==> config.mk <==
export PLATFORM = sky130hd
export DESIGN_NAME = muxed_bus_host_port
export DESIGN_NICKNAME = d
export VERILOG_FILES = /design/src/inc/host_port_pkg.sv /design/src/rtl/reg_access_filter.sv /design/src/rtl/muxed_bus_host_port.sv
export SDC_FILE = /design/constraint.sdc
export NUM_CORES = 1
export LEC_CHECK = 0
export BUFFER_PORTS_ARGS = -buffer_cell sky130_fd_sc_hd__buf_2
export CORE_UTILIZATION = 35
export CTS_BUF_LIST = sky130_fd_sc_hd__clkbuf_4
export DETAILED_ROUTE_END_ITERATION = 16
export GPL_TIMING_DRIVEN = 0
export PLACE_DENSITY = 0.69
export RECOVER_POWER = 50
export SYNTH_ARGS = -nofsm -noshare
export SYNTH_HDL_FRONTEND = slang
export SYNTH_SLANG_ARGS = --single-unit
export TNS_END_PERCENT = 20
==> constraint.sdc <==
create_clock -name clock -period 2.4 [get_ports clock]
set_input_delay 0.12 -clock clock [delete_from_list [all_inputs] [get_ports clock]]
set_output_delay 0.12 -clock clock [all_outputs]
set_load 0.01 [all_outputs]
==> src/inc/host_port_pkg.sv <==
// Constants and types for the multiplexed bus host port
package host_port_pkg;

    // ----------------------------------------------------------------
    // Bus and register layout
    // ----------------------------------------------------------------
    localparam int BUS_WIDTH = 8;
    localparam int NIBBLE_WIDTH = 4;
    localparam int UNIT_COUNT_MAX = 15;
    localparam logic [7:0] MAP_FULL_ADDR = 8'hFF;
    localparam logic [3:0] MAP_REG_INDEX = 4'hF;
    localparam logic [3:0] PORTZ_CTRL_INDEX = 4'h7;
    localparam int PORTZ_IRQ_MODE_BIT = 7;
    localparam logic [7:0] PORTZ_CTRL_RESET = 8'h00;
    localparam logic [3:0] BASE_RESET = 4'h0;
    localparam logic [7:0] ADDR_RESET = 8'h00;
    localparam logic [7:0] DATA_ZERO = 8'h00;

    // Bit i set: register i may be read / written
    localparam logic [15:0] READABLE_MASK = 16'h7FFF;
    localparam logic [15:0] WRITABLE_MASK = 16'hF7FF;

    // ----------------------------------------------------------------
    // Carriers
    // ----------------------------------------------------------------
    typedef struct packed {
        logic address_latch_strobe;
        logic data_strobe;
        logic read_select;
    } host_ctrl_type;

    typedef struct packed {
        logic [3:0] index;
        logic write_pulse;
        logic [7:0] write_data;
    } reg_request_type;

endpackage

==> src/rtl/reg_access_filter.sv <==
// Readable and writable decode of one register index
`timescale 1ns/1ps
module reg_access_filter #(
    parameter logic [15:0] READ_MASK = host_port_pkg::READABLE_MASK,
    parameter logic [15:0] WRITE_MASK = host_port_pkg::WRITABLE_MASK
) (
    input wire logic [3:0] index,
    output logic readable,
    output logic writable
);

    // ----------------------------------------------------------------
    // Table lookup
    // ----------------------------------------------------------------
    assign readable = READ_MASK[index];
    assign writable = WRITE_MASK[index];

endmodule

==> src/rtl/muxed_bus_host_port.sv <==
// Host-side multiplexed address/data port with mapping register and reset chain
`timescale 1ns/1ps
module muxed_bus_host_port #(
    parameter int IRQ_COUNT = 4
) (
    input wire logic clock,
    input wire logic rst,
    input wire host_port_pkg::host_ctrl_type host_ctrl,
    input wire logic [7:0] muxed_addr_data_bus_in,
    output logic [7:0] muxed_addr_data_bus_out,
    output logic muxed_addr_data_bus_oe_n,
    input wire logic chain_reset_in,
    output logic chain_reset_out,
    input wire logic [IRQ_COUNT-1:0] irq_flag,
    input wire logic [IRQ_COUNT-1:0] irq_enable_bit,
    input wire logic portz_bit7_out,
    input wire logic portz_bit7_oe_n,
    output logic irq_or_portz_bit7_pin_out,
    output logic irq_or_portz_bit7_pin_oe_n,
    output logic irq_request_n,
    output logic [7:0] portz_control,
    output logic [3:0] base_nibble,
    output logic mapped,
    output host_port_pkg::reg_request_type reg_request,
    input wire logic [7:0] reg_read_data
);

    // ----------------------------------------------------------------
    // State
    // ----------------------------------------------------------------
    logic [7:0] addr_reg;
    logic [7:0] addr_next;
    logic strobe_prev_reg;
    logic strobe_prev_next;
    logic [3:0] base_reg;
    logic [3:0] base_next;
    logic mapped_reg;
    logic mapped_next;
    logic chain_out_reg;
    logic chain_out_next;
    logic [7:0] portz_ctrl_reg;
    logic [7:0] portz_ctrl_next;
    logic [7:0] bus_out_reg;
    logic [7:0] bus_out_next;
    logic bus_oe_n_reg;
    logic bus_oe_n_next;
    logic irq_n_reg;
    logic irq_n_next;
    logic pin_out_reg;
    logic pin_out_next;
    logic pin_oe_n_reg;
    logic pin_oe_n_next;
    host_port_pkg::reg_request_type request_reg;
    host_port_pkg::reg_request_type request_next;

    // ----------------------------------------------------------------
    // Decode
    // ----------------------------------------------------------------
    logic selected;
    logic write_edge;
    logic read_active;
    logic readable;
    logic writable;
    logic irq_pending;

    reg_access_filter access_filter (
        .index(addr_reg[3:0]),
        .readable(readable),
        .writable(writable)
    );

    // Unmapped units only answer at the full mapping address, and only the
    // first unit whose chain input is released does so: that keeps the
    // chain walking one unit at a time.
    always_comb begin
        if (mapped_reg) begin
            selected = (addr_reg[7:4] == base_reg);
        end else begin
            selected = (addr_reg == host_port_pkg::MAP_FULL_ADDR) && chain_reset_in;
        end
    end

    // Write taken on the rising edge of the data strobe
    assign write_edge = host_ctrl.data_strobe && !strobe_prev_reg
        && !host_ctrl.read_select && selected;
    assign read_active = host_ctrl.data_strobe && host_ctrl.read_select
        && selected && readable;
    assign irq_pending = |(irq_flag & irq_enable_bit);

    // ----------------------------------------------------------------
    // Next state
    // ----------------------------------------------------------------
    always_comb begin
        addr_next = addr_reg;
        strobe_prev_next = host_ctrl.data_strobe;
        base_next = base_reg;
        mapped_next = mapped_reg;
        portz_ctrl_next = portz_ctrl_reg;
        bus_out_next = host_port_pkg::DATA_ZERO;
        bus_oe_n_next = 1'b1;
        request_next = '0;
        request_next.index = addr_reg[3:0];
        request_next.write_data = muxed_addr_data_bus_in;

        if (host_ctrl.address_latch_strobe) begin
            addr_next = muxed_addr_data_bus_in;
        end

        if (write_edge && writable) begin
            if (addr_reg[3:0] == host_port_pkg::MAP_REG_INDEX) begin
                // Later writes fall through silently
                if (!mapped_reg) begin
                    base_next = muxed_addr_data_bus_in[7:4];
                    mapped_next = 1'b1;
                end
            end else if (addr_reg[3:0] == host_port_pkg::PORTZ_CTRL_INDEX) begin
                portz_ctrl_next = muxed_addr_data_bus_in;
            end else begin
                request_next.write_pulse = 1'b1;
            end
        end

        if (read_active) begin
            bus_oe_n_next = 1'b0;
            if (addr_reg[3:0] == host_port_pkg::PORTZ_CTRL_INDEX) begin
                bus_out_next = portz_ctrl_reg;
            end else begin
                bus_out_next = reg_read_data;
            end
        end

        chain_out_next = mapped_next;

        irq_n_next = !(portz_ctrl_next[host_port_pkg::PORTZ_IRQ_MODE_BIT] && irq_pending);
        if (portz_ctrl_next[host_port_pkg::PORTZ_IRQ_MODE_BIT]) begin
            // Open-drain request: pull low or release
            pin_out_next = 1'b0;
            pin_oe_n_next = irq_n_next;
        end else begin
            pin_out_next = portz_bit7_out;
            pin_oe_n_next = portz_bit7_oe_n;
        end

        // Chain reset overrides everything but the strobe history, including a write in progress
        if (!chain_reset_in) begin
            addr_next = host_port_pkg::ADDR_RESET;
            base_next = host_port_pkg::BASE_RESET;
            mapped_next = 1'b0;
            portz_ctrl_next = host_port_pkg::PORTZ_CTRL_RESET;
            bus_out_next = host_port_pkg::DATA_ZERO;
            bus_oe_n_next = 1'b1;
            request_next = '0;
            chain_out_next = 1'b0;
            irq_n_next = 1'b1;
            pin_out_next = 1'b0;
            pin_oe_n_next = 1'b1;
        end
    end

    // ----------------------------------------------------------------
    // Registers
    // ----------------------------------------------------------------
    // One clock for every flop: the timing clock input
    always_ff @(posedge clock or posedge rst) begin
        if (rst) begin
            addr_reg <= host_port_pkg::ADDR_RESET;
            strobe_prev_reg <= 1'b0;
            base_reg <= host_port_pkg::BASE_RESET;
            mapped_reg <= 1'b0;
            chain_out_reg <= 1'b0;
            portz_ctrl_reg <= host_port_pkg::PORTZ_CTRL_RESET;
            bus_out_reg <= host_port_pkg::DATA_ZERO;
            bus_oe_n_reg <= 1'b1;
            irq_n_reg <= 1'b1;
            pin_out_reg <= 1'b0;
            pin_oe_n_reg <= 1'b1;
            request_reg <= '0;
        end else begin
            addr_reg <= addr_next;
            strobe_prev_reg <= strobe_prev_next;
            base_reg <= base_next;
            mapped_reg <= mapped_next;
            chain_out_reg <= chain_out_next;
            portz_ctrl_reg <= portz_ctrl_next;
            bus_out_reg <= bus_out_next;
            bus_oe_n_reg <= bus_oe_n_next;
            irq_n_reg <= irq_n_next;
            pin_out_reg <= pin_out_next;
            pin_oe_n_reg <= pin_oe_n_next;
            request_reg <= request_next;
        end
    end

    // ----------------------------------------------------------------
    // Outputs
    // ----------------------------------------------------------------
    assign muxed_addr_data_bus_out = bus_out_reg;
    assign muxed_addr_data_bus_oe_n = bus_oe_n_reg;
    assign chain_reset_out = chain_out_reg;
    assign irq_request_n = irq_n_reg;
    assign irq_or_portz_bit7_pin_out = pin_out_reg;
    assign irq_or_portz_bit7_pin_oe_n = pin_oe_n_reg;
    assign portz_control = portz_ctrl_reg;
    assign base_nibble = base_reg;
    assign mapped = mapped_reg;
    assign reg_request = request_reg;

endmodule

; ---- Yosys cells after proc, flatten, opt, wreduce, memory -nomap -nowiden
; Memories as Yosys holds them, arrays and structs flattened.
; Cells that the tools add are included.
[totals]
out_inout_bits = 39
mem_bits_ro = 32
regBits = 47
memories = 2
in_bits = 32
[memory_table]
columns = memory, depth, word_bits, rd, rd_clocked_by_memory_dff, write_ports, line_no
row1 = (no name shown), 16, 1, 1, 0, 0, reg_access_filter.sv:16  ; assign writable = WRITE_MASK[index];
row2 = (no name shown), 16, 1, 1, 0, 0, reg_access_filter.sv:15  ; assign readable = READ_MASK[index];
[op_classes]
n_bitwise = 1
muxes = 30
n_reduce_logical = 16
eq_ne = 10
magnitude_cmp = 1
[ops]
columns = cell, count
row1 = 8-bit 2-to-1 mux, 9
row2 = 1-bit 2-to-1 mux, 16
row3 = 4-bit 2-to-1 mux, 4
row4 = 13-bit 2-to-1 mux, 1
row5 = 1-bit logical AND, 9
row6 = 8-bit == test (second input constant), 1
row7 = 2-bit by 1-bit inequality test with 1-bit output (second input constant), 3
row8 = 2-bit inequality test (second input constant), 3
row9 = 3-bit AND reduction, 2
row10 = 4-bit by 5-bit < comparator with 1-bit output (second input constant), 1
row11 = 4-bit AND, 1
row12 = 4-bit by 3-bit == test with 1-bit output (second input constant), 1
row13 = 4-bit == test, 1
row14 = 4-bit == test (second input constant), 1
row15 = 4-bit OR reduction, 1
row16 = 1-bit zero test, 3
row17 = 2-bit AND reduction, 1

; ---- Logic depth before layout (Yosys ltp)
[logic_depth]
depth_word = 10
depth_mapped = 6

; ---- Modules after synthesis
; Synthesis repeated with hierarchy kept, for this count alone.
[hier_totals]
hier_cells = 157
hier_area_um2 = 1944.4
[modules_own_cells]
columns = module, area_each_um2, n_inst, seq_area_each_um2, cells_each
row1 = muxed_bus_host_port, 1929.4, 1, 1179.9, 155
row2 = reg_access_filter, 15.0, 1, 0.0, 2

; ---- Least setup slack after synthesis
; OpenSTA, ideal clock, no wires.
[synth_path]
path_kind = register to register
from = register addr_reg[3]
to = register pin_oe_n_reg (netlist: irq_or_portz_bit7_pin_oe_n)
path_buffers = 1
setup_ns = 0.085
path_slack_ns = 0.416
required_ns = 2.315
stages_incl_launch_ff = 7
t_arrival_ns = 1.899
synth_period_minus_slack_ns = 1.984
path_cell_list = dfrtp_1 > and4b_1 > buf_4 > nand2_4 > nor3_4 > mux2i_1 > mux2_1
[synth_via]
elab_chain_cells = 10
[synth_rtl]
columns = item, line_no
row1 = from (decl), muxed_bus_host_port.sv:31  ; logic [7:0] addr_reg;
row2 = from (signal assigned), muxed_bus_host_port.sv:166  ; addr_reg <= host_port_pkg::ADDR_RESET;
row3 = from (signal assigned), muxed_bus_host_port.sv:179  ; addr_reg <= addr_next;
row4 = branches (longest 5 deep; another with memory read 16 x 1 bit), n/a
row5 = 8-bit 2-to-1 mux *, muxed_bus_host_port.sv:109  ; if (write_edge && writable) begin
row6 = 1-bit logical AND, muxed_bus_host_port.sv:134  ; irq_n_next = !(portz_ctrl_next[host_port_pkg::PORTZ_IRQ_MODE_BIT] && irq_pending);
row7 = 1-bit zero test, muxed_bus_host_port.sv:134
row8 = 1-bit 2-to-1 mux *, muxed_bus_host_port.sv:135  ; if (portz_ctrl_next[host_port_pkg::PORTZ_IRQ_MODE_BIT]) begin
row9 = 1-bit 2-to-1 mux *, muxed_bus_host_port.sv:145  ; if (!chain_reset_in) begin
row10 = named net pin_oe_n_next, muxed_bus_host_port.sv:52  ; logic pin_oe_n_next;
row11 = to (signal assigned), muxed_bus_host_port.sv:189  ; pin_oe_n_reg <= pin_oe_n_next;
row12 = to (decl), muxed_bus_host_port.sv:51  ; logic pin_oe_n_reg;
; Mark *: on every way through the listed nets, which the timed path passes. The select of a mux whose other input is x is not followed.
; A chain may end at the register's enable or synchronous reset.

; ---- Final worst setup path
; Ends and elaborated chain as after synthesis.

==> results.cfg <==
[run_status]
status = completed

[cells_and_area]
diodes = 0
post-route-util_pct = 49.4
multi_input_area_um2 = 742
area_delta_synth_final_pct = 32.1
fillers = 506
nNetsFinal = 281
largest_reg_flops = 13
register_area_um2 = 1180
drive_above_1_share_pct = 34.4

[clocking]
clockBufferDepth = 2
clk_latency_ps = 360
cts_inserted_buffers = 5
cts-htree-levels = 2
cts_tree = yes
clk_pin_slew_ps = 140
cts_sinks = 47
root_buffer = clkbuf_4

[global_routing]
grtUsageMet3_pct = 4.40
grtUsageTotal_pct = 15.6
grt_pass1_wl_um = 7010
antenna_found_initial = 0
grt_pass1_vias = 1420
grt.overflow.total = 0
grtUsageMet2_pct = 24.6
grtUsageMet1_pct = 20.4
grt_max_degree = 29
grt.busiest_layer = met2

[logic_synthesis]
syn_inst = 161
ys_seq_area_share_pct = 60.2
syn_nets = 193
yosysWarnings = 0
synthFlopType = dfrtp_1
synth_edf_count = 0
avgSynthCellArea_um2 = 12.2
synth_cell_types = 32
synth_seq_cells = 47
synth-async-reset-ratio_pct = 100
syn-cell-area_um2 = 1960

[drt]
drt-initial-drc-count = 62
num_vias = 1447
wl_um = 4270
wl_per_cell_um = 13.3
viasPerCell = 4.52
drtAntennaViolNets = 0
drc = 0
first_pass_iters = 4

[timing]
finalSetupViolations = 0
clock_skew_ps = 10.8
setup_ws_ps = 185
setup_tns_ps = 0
hold_ws_ps = 35.0
slew_viol_final = 0
period_share_pct = 92.3
min_period_ps = 2210
worst_pin_slew_ps = 1230
hold_viol_final = 0
fmax_ghz = 0.452
rsz0062_at_grt = no
slew_headroom_pct = 18.1

[power]
finalPower_w = 0.00141
total_leakage_power_nw = 1.30
powerDensity_nw_per_um2 = 546
peakVddDrop_mv = 0.266

[worst_setup_path]
crit_path_end_kind = flop
cp-start-kind = flop
crit_type = reg2reg
arrival_ps = 2500
worst_path_largest_cell_delay_ps = 450
cp_cell_sequence = and4b_1, buf_4, nand2_4, nor3_4, mux2i_1, mux2_1
critPathMaxFanout = 9
cpMaxStageDelayCell = dfrtp_1
worst_ep_required_time_ps = 2690

[floorplan]
rows = 26
pin_count = 71
dieArea_um2 = 5900
coreArea_um2 = 5240
die_h_um = 76.8
initial_core_util_pct = 37.4
die_w_um = 76.8

[place]
dpl.hpwl_um = 3100
io_buffers = 69
place_ws_ps = 129
gp_congestion = 0.731

[min_path]
hold_class = in2reg

[run]
drv_cap = 0
layout by cell type, fill, tap and decap left out, types with 2 or more instances in the layout:
cell type and count:
nor2b_1 16, a22o_1 2, xnor2_1 4, nand2_1 20, and2_1 2, mux2_2 3
mux2i_1 16, clkbuf_4 5, dfrtp_1 44, buf_4 2, and2_0 9, buf_2 66
dfstp_2 3, inv_1 2, nand3_1 4, dlygate4sd3_1 11, o21ai_0 4, a21oi_1 8
nand2b_1 2, clkbuf_1 7
cell usage after synthesis (all sizes together) (3+ instances only):
master   n  area (µm²)
mux2     4        45.0
xnor2    4        35.0
o21ai    4        20.0
and2    11        68.8
dfrtp   44        1100
nor2b   16         100
a21oi    8        40.0
nand3    4        20.0
nand2   21        86.3
clkbuf   4        15.0
dfstp    3        78.8
mux2i   16         160
layer usage:
layer / routed length [µm] / up-vias
met5: 0 / -
met4: 58 / 0
met3: 201 / 5
met2: 2060 / 40
met1: 1950 / 682
li1: - / 720
layout make-up:
class                           instances  area share [%]
Clock inverter                          3            1.50
Tap cell                               70            3.38
Inverter                                2           0.290
Timing Repair Buffer                   81            17.9
Buffer                                  6            1.16
Clock buffer                            5            1.45
Sequential cell                        47            45.6
Multi-Input combinational cell        106            28.7
critical path: cells and delay by family (launching register included):
| kind | cells | cell delay, ps |
|---|---|---|
| mux | 2 | 750 |
| simple gates | 3 | 770 |
| buf+inv | 1 | 180 |
| flops | 1 | 450 |
logic make-up after synthesis:
group | synth area share [%]
AOI/OAI and AO/OA | 5.30
xor gates and xnor gates | 1.79
buffers and inverters | 1.92
DFF | 60.2
muxes | 10.5
and+or+nand+nor | 20.3
path summary, 6_finish.rpt:
path / startpoint / endpoint / slack [ps] / depth (start not counted)
worst max-delay path: addr_reg[3] / irq_or_portz_bit7_pin_oe_n / 190 / 6
worst min-delay path: muxed_addr_data_bus_in[3] / portz_control[3] / 30 / 3
worst max register to register: addr_reg[3] / irq_or_portz_bit7_pin_oe_n / 190 / 6
worst min register to register: portz_control[5] / muxed_addr_data_bus_out[5] / 540 / 2
max in group asynchronous: rst / portz_control[4] / 400 / 4
min in group asynchronous: rst / muxed_addr_data_bus_out[3] / 390 / 3
timing repair:
item                                   CTS  global route
endpoints found under the hold margin   28             0
gates resized for setup                  0             0
hold buffers                            11             0
buffers inserted                         0             0
setup endpoints to repair                0             1
report_power, final:
part | switching [W] | internal, W | total [W] | leakage [nW]
logic | 0.0000667 | 0.0000640 | 0.000131 | 0.627
registers | 0.0000126 | 0.000812 | 0.000824 | 0.628
clock network | 0.000244 | 0.000214 | 0.000459 | 0.0426
through the flow:
stage	area, µm²	cells
after floorplan	1960	161
after global placement	2390	300
after detailed placement	2410	301
after CTS	2600	320
after global routing	2590	320
final	2590	320
(Power assumes the default switching activity.)
